File: src/include/ostc_regs.svh
// Purpose: register offsets, field positions and reset values of the oscillator control block
// Assumes: 32-bit classic bus, one register per aligned word, at most 7 live bits each
// Notes: definitions only
`ifndef OSTC_REGS_SVH
`define OSTC_REGS_SVH

// ==========================================================================
// register byte offsets
`define OSTC_OFS_MAN_EN 8'h00
`define OSTC_OFS_FREQ 8'h04
`define OSTC_OFS_TRIM 8'h08
`define OSTC_OFS_TUNE 8'h0C
`define OSTC_OFS_SW_REQ 8'h10
`define OSTC_OFS_SW_CUR 8'h14
`define OSTC_OFS_SW_CTL 8'h18
`define OSTC_OFS_RDY 8'h1C

// ==========================================================================
// field positions
`define OSTC_MAN_EN_LSB 2
`define OSTC_MAN_EN_MSB 7
`define OSTC_TUNE_EN_BIT 7
`define OSTC_TUNE_PAUSE_BIT 6
`define OSTC_TUNE_LOCK_BIT 3
`define OSTC_TUNE_ORNG_BIT 1
`define OSTC_CTL_HOLD_BIT 7
`define OSTC_CTL_SPWR_BIT 6
`define OSTC_CTL_DONE_BIT 4
`define OSTC_CTL_NRDY_BIT 3
`define OSTC_RDY_PLL_BIT 0

// ==========================================================================
// masks of implemented bits, reset values and codes
`define OSTC_MASK_MAN_EN 8'hFC
`define OSTC_MASK_TUNE_W 8'hC0
`define OSTC_MASK_CTL_W 8'hC0
`define OSTC_RST_MAN_EN 8'h00
`define OSTC_RST_TUNE 2'h0
`define OSTC_RST_TRIM 6'h00
`define OSTC_RST_FREQ 3'h2
`define OSTC_FREQ_4MHZ 3'h2
`define OSTC_FREQ_32MHZ 3'h6
`define OSTC_FREQ_RSVD 3'h7
`define OSTC_SRC_EXT 3'h7
`define OSTC_SRC_FAST 3'h6
`define OSTC_SRC_SLOW 3'h5
`define OSTC_SRC_SEC 3'h4
`define OSTC_SRC_RSVD_HI 3'h3
`define OSTC_SRC_EXT_PLL 3'h2
`define OSTC_SRC_FAST_PLL 3'h1
`define OSTC_SRC_RSVD_LO 3'h0
`define OSTC_DIV_FAST4 4'h2
`define OSTC_DIV_ONE 4'h0
`define OSTC_TRIM_MAX 6'h1F
`define OSTC_TRIM_MIN 6'h20

`endif

File: src/include/ostc_pkg.sv
// Purpose: shared types of the oscillator control block
// Assumes: nothing
// Notes: constants live in ostc_regs.svh
package ostc_pkg;
	typedef logic [2:0] ostc_src_t;
	typedef logic [3:0] ostc_div_t;
	typedef logic [5:0] ostc_trim_t;
	typedef enum logic [2:0] {
		OSTC_SW_IDLE = 3'h1,
		OSTC_SW_WAIT = 3'h2,
		OSTC_SW_HOLD = 3'h4
	} ostc_sw_state_t;
endpackage : ostc_pkg

File: src/include/ostc_tune_if.sv
// Purpose: link between the register file and the automatic tuner
// Assumes: one clock domain
// Notes: ctl side owns enable, pause, event and the current trim
`timescale 1ns/1ps
interface ostc_tune_if #(parameter int ERR_W = 8);
	logic enable;
	logic pause;
	logic evt;
	logic signed [ERR_W-1:0] err;
	ostc_pkg::ostc_trim_t trim;
	logic upd;
	ostc_pkg::ostc_trim_t upd_val;
	logic locked;
	logic out_rng;
	modport ctl (output enable, pause, evt, err, trim, input upd, upd_val, locked, out_rng);
	modport tun (input enable, pause, evt, err, trim, output upd, upd_val, locked, out_rng);
endinterface : ostc_tune_if

File: src/verilog/ostc_tuner.sv
// Purpose: automatic trim tuner for the fast internal oscillator
// Assumes: err is the signed frequency error at each tuning event, positive means too fast
// Notes: moves the trim at most one step per event toward the nominal frequency
`timescale 1ns/1ps
`include "ostc_regs.svh"
module ostc_tuner #(
	parameter int ERR_W = 8,
	parameter int LOCK_TOL = 2
) (
	input wire logic clk_sys,
	input wire logic sys_rst,
	ostc_tune_if.tun tun
);
	logic upd_r, upd_nxt;
	ostc_pkg::ostc_trim_t val_r, val_nxt;
	logic lock_r, lock_nxt;
	logic orng_r, orng_nxt;
	logic signed [ERR_W-1:0] tol;

	assign tol = ERR_W'(LOCK_TOL);

	// ==========================================================================
	// next state
	always_comb begin
		upd_nxt = 1'b0;
		val_nxt = val_r;
		lock_nxt = lock_r;
		orng_nxt = orng_r;
		if (!tun.enable) begin
			lock_nxt = 1'b0;
			orng_nxt = 1'b0;
		end else if (tun.evt) begin
			lock_nxt = (tun.err <= tol) && (tun.err >= -tol);
			orng_nxt = ((tun.err > tol) && (tun.trim == `OSTC_TRIM_MIN)) ||
				((tun.err < -tol) && (tun.trim == `OSTC_TRIM_MAX));
			if (!tun.pause && !lock_nxt && !orng_nxt) begin
				upd_nxt = 1'b1;
				val_nxt = (tun.err > 0) ? tun.trim - 6'h01 : tun.trim + 6'h01;
			end
		end
	end

	always_ff @(posedge clk_sys or posedge sys_rst) begin
		if (sys_rst) begin
			upd_r <= 1'b0;
			val_r <= `OSTC_RST_TRIM;
			lock_r <= 1'b0;
			orng_r <= 1'b0;
		end else begin
			upd_r <= upd_nxt;
			val_r <= val_nxt;
			lock_r <= lock_nxt;
			orng_r <= orng_nxt;
		end
	end

	assign tun.upd = upd_r;
	assign tun.upd_val = val_r;
	assign tun.locked = lock_r;
	assign tun.out_rng = orng_r;
endmodule : ostc_tuner

File: src/verilog/ostc_top.sv
// Purpose: oscillator enable, fast oscillator frequency and trim, clock switch registers
// Assumes: classic single-cycle bus master, straps stable after reset release
// Notes: straps are caught on the first clock edge after reset release
//
// The address map and the Wishbone interface to the registers were chosen for this implementation.
`timescale 1ns/1ps
`include "ostc_regs.svh"
module ostc_top #(
	parameter int ADR_W = 8,
	parameter int REQ_W = 4,
	parameter int ERR_W = 8,
	parameter int LOCK_TOL = 2
) (
	input wire logic clk_sys,
	input wire logic sys_rst,
	input wire logic wb_cyc_i,
	input wire logic wb_stb_i,
	input wire logic wb_we_i,
	input wire logic [ADR_W-1:0] wb_adr_i,
	input wire logic [3:0] wb_sel_i,
	input wire logic [31:0] wb_dat_i,
	output logic [31:0] wb_dat_o,
	output logic wb_ack_o,
	input wire logic [2:0] reset_osc_config,
	input wire logic [2:0] ext_osc_config,
	input wire logic switch_write_enable,
	input wire logic [6*REQ_W-1:0] periph_req,
	input wire logic [5:0] osc_ready,
	input wire logic pll_ready,
	input wire logic tune_event,
	input wire logic signed [ERR_W-1:0] tune_error,
	output logic [5:0] osc_run_req,
	output logic [2:0] ext_osc_mode,
	output logic secondary_osc_power,
	output logic [2:0] fast_osc_freq_sel,
	output logic [5:0] fast_osc_freq_mhz,
	output logic [5:0] fast_osc_trim,
	output logic [2:0] current_source,
	output logic [3:0] current_divider,
	output logic switch_irq
);
	// oscillator vectors are {ext, fast, mid, slow, secondary, converter},
	// index i matching manual enable bit i+2

	// ==========================================================================
	// state
	logic init_r, init_nxt;
	logic ack_r, ack_nxt;
	logic [31:0] dat_r, dat_nxt;
	logic [5:0] man_en_r, man_en_nxt;
	logic [2:0] freq_r, freq_nxt;
	ostc_pkg::ostc_trim_t trim_r, trim_nxt;
	logic [1:0] tctl_r, tctl_nxt;
	ostc_pkg::ostc_src_t req_src_r, req_src_nxt;
	ostc_pkg::ostc_div_t req_div_r, req_div_nxt;
	ostc_pkg::ostc_src_t cur_src_r, cur_src_nxt;
	ostc_pkg::ostc_div_t cur_div_r, cur_div_nxt;
	logic hold_r, hold_nxt;
	logic spwr_r, spwr_nxt;
	logic cwen_r, cwen_nxt;
	logic [2:0] extm_r, extm_nxt;
	logic irq_r, irq_nxt;
	logic [5:0] run_r, run_nxt;
	logic [5:0] mhz_r, mhz_nxt;
	ostc_pkg::ostc_sw_state_t sw_r, sw_nxt;

	logic [5:0] periph_any;
	logic req_rdy;
	logic sw_done;
	logic acc;
	logic wr;
	logic [7:0] wbyte;
	logic [7:0] rd_byte;

	ostc_tune_if #(.ERR_W(ERR_W)) tif ();

	// ==========================================================================
	// decode helpers
	function automatic logic [5:0] src_mask(input ostc_pkg::ostc_src_t s);
		unique case (s)
			`OSTC_SRC_EXT, `OSTC_SRC_EXT_PLL: src_mask = 6'h20;
			`OSTC_SRC_SLOW: src_mask = 6'h04;
			`OSTC_SRC_SEC: src_mask = 6'h02;
			// reserved codes behave as the fast source
			default: src_mask = 6'h10;
		endcase
	endfunction : src_mask

	function automatic logic src_pll(input ostc_pkg::ostc_src_t s);
		src_pll = (s == `OSTC_SRC_EXT_PLL) || (s == `OSTC_SRC_FAST_PLL);
	endfunction : src_pll

	function automatic logic [5:0] freq_mhz(input logic [2:0] f);
		unique case (f)
			3'h0: freq_mhz = 6'h01;
			3'h1: freq_mhz = 6'h02;
			3'h2: freq_mhz = 6'h04;
			3'h3: freq_mhz = 6'h08;
			3'h4: freq_mhz = 6'h0C;
			3'h5: freq_mhz = 6'h10;
			3'h6: freq_mhz = 6'h20;
			default: freq_mhz = 6'h00;
		endcase
	endfunction : freq_mhz

	// ==========================================================================
	// peripheral request merge
	genvar gi;
	generate
		for (gi = 0; gi < 6; gi++) begin : g_req
			assign periph_any[gi] = |periph_req[gi*REQ_W +: REQ_W];
		end
	endgenerate

	assign req_rdy = |(src_mask(req_src_r) & osc_ready) && (!src_pll(req_src_r) || pll_ready);
	assign sw_done = (req_src_r == cur_src_r) && (req_div_r == cur_div_r);

	// ==========================================================================
	// tuner
	assign tif.enable = tctl_r[1];
	assign tif.pause = tctl_r[0];
	assign tif.evt = tune_event;
	assign tif.err = tune_error;
	assign tif.trim = trim_r;

	ostc_tuner #(.ERR_W(ERR_W), .LOCK_TOL(LOCK_TOL)) u_tuner (
		.clk_sys(clk_sys),
		.sys_rst(sys_rst),
		.tun(tif)
	);

	// ==========================================================================
	// bus access and read mux
	assign acc = wb_cyc_i && wb_stb_i && !ack_r;
	assign wr = acc && wb_we_i && wb_sel_i[0];
	assign wbyte = wb_dat_i[7:0];

	always_comb begin
		unique case (wb_adr_i)
			`OSTC_OFS_MAN_EN: rd_byte = {man_en_r, 2'h0};
			`OSTC_OFS_FREQ: rd_byte = {5'h00, freq_r};
			`OSTC_OFS_TRIM: rd_byte = {2'h0, trim_r};
			`OSTC_OFS_TUNE: rd_byte = {tctl_r, 2'h0, tif.locked, 1'b0, tif.out_rng, 1'b0};
			`OSTC_OFS_SW_REQ: rd_byte = {1'b0, req_src_r, req_div_r};
			`OSTC_OFS_SW_CUR: rd_byte = {1'b0, cur_src_r, cur_div_r};
			`OSTC_OFS_SW_CTL: rd_byte = {hold_r, spwr_r, 1'b0, sw_done,
				(sw_r != ostc_pkg::OSTC_SW_IDLE) && req_rdy, 3'h0};
			`OSTC_OFS_RDY: rd_byte = {osc_ready, 1'b0, pll_ready};
			default: rd_byte = 8'h00;
		endcase
	end

	// ==========================================================================
	// register and switch next state
	always_comb begin
		init_nxt = 1'b1;
		ack_nxt = acc;
		dat_nxt = acc ? {24'h000000, rd_byte} : dat_r;
		man_en_nxt = man_en_r;
		freq_nxt = freq_r;
		trim_nxt = trim_r;
		tctl_nxt = tctl_r;
		req_src_nxt = req_src_r;
		req_div_nxt = req_div_r;
		cur_src_nxt = cur_src_r;
		cur_div_nxt = cur_div_r;
		hold_nxt = hold_r;
		spwr_nxt = spwr_r;
		cwen_nxt = cwen_r;
		extm_nxt = extm_r;
		irq_nxt = irq_r;
		sw_nxt = sw_r;

		if (!init_r) begin
			if (reset_osc_config == `OSTC_SRC_FAST)
				freq_nxt = `OSTC_FREQ_4MHZ;
			else if (reset_osc_config == `OSTC_SRC_RSVD_LO)
				freq_nxt = `OSTC_FREQ_32MHZ;
			req_src_nxt = reset_osc_config;
			req_div_nxt = (reset_osc_config == `OSTC_SRC_FAST) ? `OSTC_DIV_FAST4 : `OSTC_DIV_ONE;
			cur_src_nxt = req_src_nxt;
			cur_div_nxt = req_div_nxt;
			cwen_nxt = switch_write_enable;
			extm_nxt = ext_osc_config;
		end else begin
			if (wr) begin
				unique case (wb_adr_i)
					`OSTC_OFS_MAN_EN: man_en_nxt = wbyte[`OSTC_MAN_EN_MSB:`OSTC_MAN_EN_LSB];
					`OSTC_OFS_FREQ: begin
						// reserved frequency code leaves the select unchanged
						if (wbyte[2:0] != `OSTC_FREQ_RSVD)
							freq_nxt = wbyte[2:0];
					end
					`OSTC_OFS_TRIM: begin
						if (!tctl_r[1] && !tctl_r[0])
							trim_nxt = wbyte[5:0];
					end
					`OSTC_OFS_TUNE: tctl_nxt = wbyte[`OSTC_TUNE_EN_BIT:`OSTC_TUNE_PAUSE_BIT];
					`OSTC_OFS_SW_REQ: begin
						if (cwen_r && wbyte[6:4] != `OSTC_SRC_RSVD_HI &&
							wbyte[6:4] != `OSTC_SRC_RSVD_LO) begin
							req_src_nxt = wbyte[6:4];
							req_div_nxt = wbyte[3:0];
						end
					end
					`OSTC_OFS_SW_CTL: begin
						hold_nxt = wbyte[`OSTC_CTL_HOLD_BIT];
						spwr_nxt = wbyte[`OSTC_CTL_SPWR_BIT];
					end
					default: ;
				endcase
			end
			if (tif.upd && tctl_r[1] && !tctl_r[0])
				trim_nxt = tif.upd_val;

			unique case (sw_r)
				ostc_pkg::OSTC_SW_IDLE: begin
					if (!sw_done)
						sw_nxt = ostc_pkg::OSTC_SW_WAIT;
				end
				ostc_pkg::OSTC_SW_WAIT: begin
					if (sw_done) begin
						sw_nxt = ostc_pkg::OSTC_SW_IDLE;
					end else if (req_rdy && hold_r) begin
						sw_nxt = ostc_pkg::OSTC_SW_HOLD;
						irq_nxt = 1'b1;
					end else if (req_rdy) begin
						cur_src_nxt = req_src_r;
						cur_div_nxt = req_div_r;
						sw_nxt = ostc_pkg::OSTC_SW_IDLE;
					end
				end
				ostc_pkg::OSTC_SW_HOLD: begin
					if (!hold_r || sw_done) begin
						cur_src_nxt = req_src_r;
						cur_div_nxt = req_div_r;
						irq_nxt = 1'b0;
						sw_nxt = ostc_pkg::OSTC_SW_IDLE;
					end
				end
			endcase
		end
	end

	always_comb begin
		run_nxt = man_en_r | periph_any | src_mask(cur_src_r);
		// the oscillator being switched to must start before it can report ready
		if (sw_r != ostc_pkg::OSTC_SW_IDLE)
			run_nxt = run_nxt | src_mask(req_src_r);
		mhz_nxt = freq_mhz(freq_r);
	end

	// ==========================================================================
	// registers
	always_ff @(posedge clk_sys or posedge sys_rst) begin
		if (sys_rst) begin
			init_r <= 1'b0;
			ack_r <= 1'b0;
			dat_r <= 32'h00000000;
			man_en_r <= 6'h00;
			freq_r <= `OSTC_RST_FREQ;
			trim_r <= `OSTC_RST_TRIM;
			tctl_r <= `OSTC_RST_TUNE;
			req_src_r <= `OSTC_SRC_FAST;
			req_div_r <= `OSTC_DIV_ONE;
			cur_src_r <= `OSTC_SRC_FAST;
			cur_div_r <= `OSTC_DIV_ONE;
			hold_r <= 1'b0;
			spwr_r <= 1'b0;
			cwen_r <= 1'b0;
			extm_r <= 3'h0;
			irq_r <= 1'b0;
			run_r <= 6'h00;
			mhz_r <= 6'h00;
			sw_r <= ostc_pkg::OSTC_SW_IDLE;
		end else begin
			init_r <= init_nxt;
			ack_r <= ack_nxt;
			dat_r <= dat_nxt;
			man_en_r <= man_en_nxt;
			freq_r <= freq_nxt;
			trim_r <= trim_nxt;
			tctl_r <= tctl_nxt;
			req_src_r <= req_src_nxt;
			req_div_r <= req_div_nxt;
			cur_src_r <= cur_src_nxt;
			cur_div_r <= cur_div_nxt;
			hold_r <= hold_nxt;
			spwr_r <= spwr_nxt;
			cwen_r <= cwen_nxt;
			extm_r <= extm_nxt;
			irq_r <= irq_nxt;
			run_r <= run_nxt;
			mhz_r <= mhz_nxt;
			sw_r <= sw_nxt;
		end
	end

	// ==========================================================================
	// outputs
	assign wb_ack_o = ack_r;
	assign wb_dat_o = dat_r;
	assign osc_run_req = run_r;
	assign ext_osc_mode = extm_r;
	assign secondary_osc_power = spwr_r;
	assign fast_osc_freq_sel = freq_r;
	assign fast_osc_freq_mhz = mhz_r;
	assign fast_osc_trim = trim_r;
	assign current_source = cur_src_r;
	assign current_divider = cur_div_r;
	assign switch_irq = irq_r;
endmodule : ostc_top

File: config.mk
export PLATFORM = sky130hd
export DESIGN_NAME = ostc_top
export DESIGN_NICKNAME = d
export VERILOG_FILES = /design/src/include/ostc_pkg.sv /design/src/include/ostc_tune_if.sv /design/src/verilog/ostc_tuner.sv /design/src/verilog/ostc_top.sv
export VERILOG_INCLUDE_DIRS = /design/src /design/src/include
export SDC_FILE = /design/constraint.sdc
export NUM_CORES = 1
export LEC_CHECK = 0
export BUFFER_PORTS_ARGS = -buffer_cell sky130_fd_sc_hd__buf_2
export CAP_MARGIN = 25
export CORE_ASPECT_RATIO = 0.6
export CORE_UTILIZATION = 45
export DETAILED_ROUTE_END_ITERATION = 8
export GPL_TIMING_DRIVEN = 0
export PLACE_DENSITY = 0.82
export SETUP_SLACK_MARGIN = 0.02
export SYNTH_ARGS = -nofsm -noshare
export SYNTH_HDL_FRONTEND = slang
export SYNTH_SLANG_ARGS = --single-unit
File: constraint.sdc
create_clock -name clk_sys -period 2.65 [get_ports clk_sys]
set_clock_uncertainty 0.2 [all_clocks]
set_input_delay 0.795 -clock clk_sys [delete_from_list [all_inputs] [get_ports clk_sys]]
set_output_delay 0.795 -clock clk_sys [all_outputs]
set_load 0.05 [all_outputs]
======== Word-level counts from Yosys, hierarchy flattened ========
Cells that the tools add are included.
cells by class
  add/sub/neg operators ................... 2
  magnitude comparators ................... 5
  equality and inequality tests ........... 49
  muxes and demuxes ....................... 55
  bitwise logic cells ..................... 4
  reduce and logical (&&, ||, !) cells .... 57
operators with widths
  cell                                                                                  count
  8-bit case mux with 8 select lines                                                    1
  3-bit two-way mux                                                                     20
  6-bit two-way mux                                                                     7
  6-bit case mux with 7 select lines                                                    1
  4-bit two-way mux                                                                     9
  6-bit case mux with 3 select lines                                                    2
  3-bit == test (second input constant)                                                 11
  8-bit by 5-bit == test with 1-bit output (second input constant)                      4
  4-bit OR reduction                                                                    6
  1-bit logical AND                                                                     18
  6-bit OR                                                                              3
  8-bit by 4-bit == test with 1-bit output (second input constant)                      2
  3-bit by 2-bit == test with 1-bit output (second input constant)                      5
  3-bit != test (second input constant)                                                 5
  3-bit AND reduction                                                                   5
  4-bit AND reduction                                                                   3
  1-bit two-way mux                                                                     10
  2-bit by 1-bit != test with 1-bit output (second input constant)                      5
  2-bit != test (second input constant)                                                 5
  5-bit AND reduction                                                                   2
  3-bit by 1-bit == test with 1-bit output (second input constant)                      3
  3-bit case mux with 3 select lines                                                    1
  8-bit by 3-bit == test with 1-bit output (second input constant)                      1
  8-bit by 2-bit greater-or-equal comparator with 1-bit output (second input constant)  1
  other kinds (26)                                                                      42
storage, ports and cells
  bits in registers ....................... 72
  bits of input ports ..................... 96
  output and inout port bits .............. 66

======== Longest topological paths before layout ========
  depth in word-level cells ............... 11
  depth in mapped cells ................... 9
  depth with buffers taken out ............ 9

======== Hierarchy ========
From an unflattened synthesis, not the netlist that was laid out.
unflattened totals
  cell total of the unflattened synthesis .. 429
  area, all modules ....................... 4302.9 um2
by module, submodules not included
  module      times used  cells each  area each (um2)  seq. area each (um2)
  ostc_top    1           368         3671.0           1584.0
  ostc_tuner  1           61          631.9            225.2

======== Worst setup path before layout ========
No wires, ideal clock.
  kind .................................... input-to-reg
  from .................................... in tune_error[3]
  to ...................................... reg u_tuner.val_r[5], in the netlist u_tuner.tun.upd_val[5]
  library setup time ...................... 125 ps
  arrival time ............................ 2541 ps
  setup slack ............................. -215 ps
  cell stages on the path ................. 9
  path buffers ............................ 0
  cell sequence ........................... nor2_1 > a41oi_1 > ha_1 > a21o_1 > a21oi_1 > o21bai_1 > a21oi_1 > xnor2_1 > mux2_2
between the ends
  longest elaborated chain between the ends .. 6
  elaborated cells on any way between the ends .. 15
RTL lines
  element                                                                 line                                                  RTL
  start: declaration                                                      ostc_top.sv:31                                        input wire logic signed [ERR_W-1:0] tune_error,
  8-bit by 3-bit <= comparator with 1-bit output (tied with other cells)  ostc_tuner.sv:33                                      lock_nxt = (tun.err <= tol) && (tun.err >= -tol);
  1-bit logical AND, on equally long branches                             ostc_tuner.sv:33, ostc_tuner.sv:34, ostc_tuner.sv:35
  1-bit zero test / 1-bit logical OR (equally long branches)              ostc_tuner.sv:36, ostc_tuner.sv:34
  1-bit logical AND / 1-bit zero test (equally long branches)             ostc_tuner.sv:36                                      if (!tun.pause && !lock_nxt && !orng_nxt) begin
  1-bit logical AND                                                       ostc_tuner.sv:36
  3-bit AND reduction (no line)                                           n/a
  end signal: assignment                                                  ostc_tuner.sv:46                                      val_r <= `OSTC_RST_TRIM;
  end signal: assignment                                                  ostc_tuner.sv:51                                      val_r <= val_nxt;
  end: declaration                                                        ostc_tuner.sv:15                                      ostc_pkg::ostc_trim_t val_r, val_nxt;
Parallel ways exist; a longest one is shown, timed or not.
A chain may end at the register's enable or synchronous reset.

======== Final worst setup path ========
  from .................................... in tune_error[7]
  to ...................................... reg u_tuner.val_r[5], in the netlist u_tuner.tun.upd_val[5]
Same word-level chain as after synthesis.

==> impl_metrics.tcl <==
set metrics [dict create \
    status "complete, no violations" \
    swShare 0.355 \
    antenna_found_initial 0 \
    startpoint "tune_error[7]" \
    avgSynthCellArea_um2 9.71 \
    peakVddDrop_uv 304 \
    cts_max_path_buffers 2 \
    crit_required_ns 2.67 \
    criticalPathCategory "in2reg" \
    synth_cell_types 70 \
    whs_endpoint "wb_dat_o[7]" \
    min_period_over_period 0.963 \
    clk_latency_ns 0.34 \
    p_leak_nw 2.76 \
    path_cells "buf_2 -> nor2_2 -> a41oi_2 -> ha_1 -> a21o_1 -> a21oi_2 -> o21bai_1 -> a21oi_2 -> xnor2_1 -> mux2_2" \
    h-tree-depth 3 \
    tritoncts "done" \
    dpl.hpwl_um 10000 \
    cp-start-kind "input pin" \
    dpl_cell_area_um2 5180 \
    final-hold-violation-count 0 \
    die-area_um2 10100 \
    ys_warn_count 0 \
    grt_pass1_vias 3818 \
    cts.clk_slew.worst_paths_ns 0.05 \
    final_cells 731 \
    setup_viol 0 \
    cts_sinks 72 \
    num_antenna_cells 0 \
    grt_max_degree 44 \
    core-area_um2 9290 \
    synth_cells 449 \
    io_pins 162 \
    fin_area_um2 5510 \
    drv_slew 0 \
    yosysSeqAreaShare 0.415 \
    reg2reg_depth 7 \
    max_stage_delay_ns 0.31 \
    hold_start "wb_dat_o[7]" \
    path_common_cell "a21oi_2" \
    timing.rr.start "req_src_r[1]" \
    n_fill_cell 810 \
    num_rows 27 \
    regArea_um2 1810 \
    gp_congestion 0.925 \
    synth-main-ff-cell "dfrtp_1" \
    drv_cap 0 \
    ys_ff_latch 72 \
    slew_headroom 0.545 \
    internal-power_mw 2.16 \
    cp_data_arrival_time_ns 2.57 \
    cp_max_fo 5 \
    hold_class "reg2reg" \
    timing.fmax_mhz 392 \
    io_buffer_count 108 \
    postCtsHoldBufs 0 \
    rsz0062_at_grt "true" \
    start_util 0.469 \
    die_w_um 129 \
    grt_use_total 0.273 \
    clkPwrFrac 0.337 \
    synth_enable_flop_cells 0 \
    p_per_area_nw_per_um2 607 \
    wl_per_cell_um 18.2 \
    synth_top_area_frac 0.379 \
    num_vias 4178 \
    multiInputGateArea_um2 2300 \
    avgViaCountPerCell 5.72 \
    drc 0 \
    cpMaxStageDelayCell "ha_1" \
    worstMarginPinSlew_ns 0.681 \
    die_y_um 78.2 \
    p_total_mw 3.34 \
    worst_slack_ns 0.0993 \
    post-place-cells 711 \
    cp_top_family "compound AO/OA/AOI/OAI gates" \
    synthTopCellsByArea "dfrtp_1 (38%), buf_4 (5.2%), mux2_2 (3.9%), dfstp_2 (3.6%), mux2i_1 (3.4%)" \
    dr.pass1.iters 5 \
    fin_crit_ns 2.55 \
    finalNetCount 698 \
    numCtsBuffers 9 \
    drt.antenna.violating_nets 0 \
    drtIter0Drc 502 \
    rr_endpoint "current_source[0]" \
    hold_depth 2 \
    routed_wirelength_um 13300 \
    cts_root_buffer "clkbuf_16" \
    p_sw_mw 1.18 \
    worstSetupEndpointType "flop" \
    place_ws_ns -0.443 \
    grt_remaining_overflow 0 \
    drive_gt1_frac 0.354 \
    grt_pass1_wl_um 20400 \
    pwr-share-comb 0.288 \
    yosysTopAreaCell "dfrtp_1" \
    synth_area_um2 4360 \
    r2r_setup_slack_ns 0.15 \
    async_reset_ff_frac 1.00 \
    seqPwrFrac 0.375 \
    path_buf_inv 1 \
    syn2layout_area_growth_pct 26.3 \
]
[tightest hold or removal path, stage by stage (launching register included)]
cell and delay (ns):
dfrtp_1 0.34, nand2_1 0.05, o21ai_0 0.06
[layout by cell type (no fill, tap or decap), types with 3 or more instances in the layout]
master | netlist | layout
nor4b_1 | 4 | 4
conb_1 | 2 | 25
clkbuf_16 | 0 | 9
a21o_1 | 3 | 3
a22oi_1 | 5 | 5
xor2_1 | 11 | 11
mux2i_1 | 15 | 15
mux2_2 | 15 | 15
a311oi_1 | 5 | 5
nand2b_1 | 6 | 6
a211oi_1 | 3 | 3
a22o_1 | 5 | 5
inv_1 | 11 | 10
o21ai_0 | 20 | 20
nand2_1 | 35 | 35
nor2_2 | 0 | 3
nand3b_1 | 4 | 4
dfrtp_1 | 66 | 66
a21oi_1 | 18 | 16
xnor2_1 | 9 | 9
clkbuf_1 | 12 | 12
nand3_1 | 24 | 24
buf_4 | 30 | 35
dfstp_2 | 6 | 6
buf_2 | 4 | 112
ha_1 | 4 | 4
nor3_1 | 15 | 15
o211ai_1 | 9 | 9
nor2_1 | 37 | 34
and3_1 | 3 | 3
nand4_1 | 6 | 6
clkinv_2 | 0 | 4
a31oi_1 | 9 | 9
mux2_4 | 7 | 7
[power by group through the flow]
stage,sequential [mW],combinational (mW),clock [mW]
6_report,1.25,0.962,1.13
4_1_cts,1.25,0.948,1.15
5_1_grt,1.26,1.02,1.20
2_1_floorplan,1.44,0.515,0
3_5_place_dp,1.27,0.943,0
3_3_place_gp,1.27,0.926,0
[layout make-up]
| type | instances | share of cell area |
|---|---|---|
| multi-input cells | 339 | 0.419 |
| well taps | 130 | 0.0295 |
| inverters | 12 | 0.00886 |
| clock buffers | 11 | 0.0459 |
| flip-flops and latches | 72 | 0.329 |
| clock inverters | 4 | 0.00364 |
| repair buffers | 114 | 0.109 |
| plain buffers | 49 | 0.0561 |
[sequential cells by signal (all words and copies together), names as in the netlist, 4 cells and up]
register and cells:
fast_osc_freq_mhz 6, fast_osc_trim 6, current_divider 4, osc_run_req 6, u_tuner.tun.upd_val 6, man_en_r 6
wb_dat_o 8, req_div_r 4
[metal layers]
metal  global-route usage  part of all wire  vias to the layer above  routed length [µm]
li1                     -                 -                     1872                   -
met1                0.394              0.45                     2007                5930
met2                0.395              0.44                      270                5810
met3               0.0716              0.10                       29                1330
met4               0.0859             0.017                        0                 228
met5                    0                 0                        -                   0
[cell usage after synthesis (6+ instances only)]
library cell	instances
mux2_2	15
nand3_1	24
nand4_1	6
nand2b_1	6
mux2_4	7
o211ai_1	9
buf_4	30
xor2_1	11
nor2_1	37
nor3_1	15
dfstp_2	6
a31oi_1	9
xnor2_1	9
mux2i_1	15
a21oi_1	18
inv_1	11
o21ai_0	20
clkbuf_1	12
dfrtp_1	66
nand2_1	35
[timing repair]
| action | 4_1_cts | 5_1_grt |
|---|---|---|
| gates resized for setup | 1 | 4 |
| buffers inserted | 2 | 3 |
| pin swaps | 1 | 4 |
| endpoints found under the setup margin | 1 | 8 |
[kinds of logic (layout without fill, tap and decap cells)]
group | Yosys count | count (layout) | synth area share
compound gates | 95 | 95 | 0.148
xor+xnor | 20 | 20 | 0.0402
fa+ha+maj | 5 | 5 | 0.0161
buf+inv | 61 | 190 | 0.0812
flops | 72 | 72 | 0.415
mux | 39 | 39 | 0.102
other cells | 2 | 25 | 0.00172
simple gates | 155 | 155 | 0.196
[through the flow]
step	hold WS (ns)	util	setup TNS (ns)
3_5_place_dp	0.275	0.558	-3.67
5_1_grt	0.319	0.593	-0.0111
3_3_place_gp	0.265	0.555	-2.63
4_1_cts	0.288	0.589	0
2_1_floorplan	0.265	-	-0.0778
6_report	0.283	0.593	0
[worst max path at each step]
| stage | to | slack, ns | depth (start not counted) |
|---|---|---|---|
| after floorplan | u_tuner.tun.upd_val[5] | -0.08 | 9 |
| after global placement | u_tuner.tun.upd_val[5] | -0.32 | 10 |
| after detailed placement | u_tuner.tun.upd_val[5] | -0.44 | 10 |
| after CTS | u_tuner.tun.upd_val[5] | 0.07 | 10 |
| after global routing | u_tuner.tun.upd_val[5] | -0.01 | 10 |
| final | u_tuner.tun.upd_val[5] | 0.1 | 10 |
(Power assumes the default switching activity.)
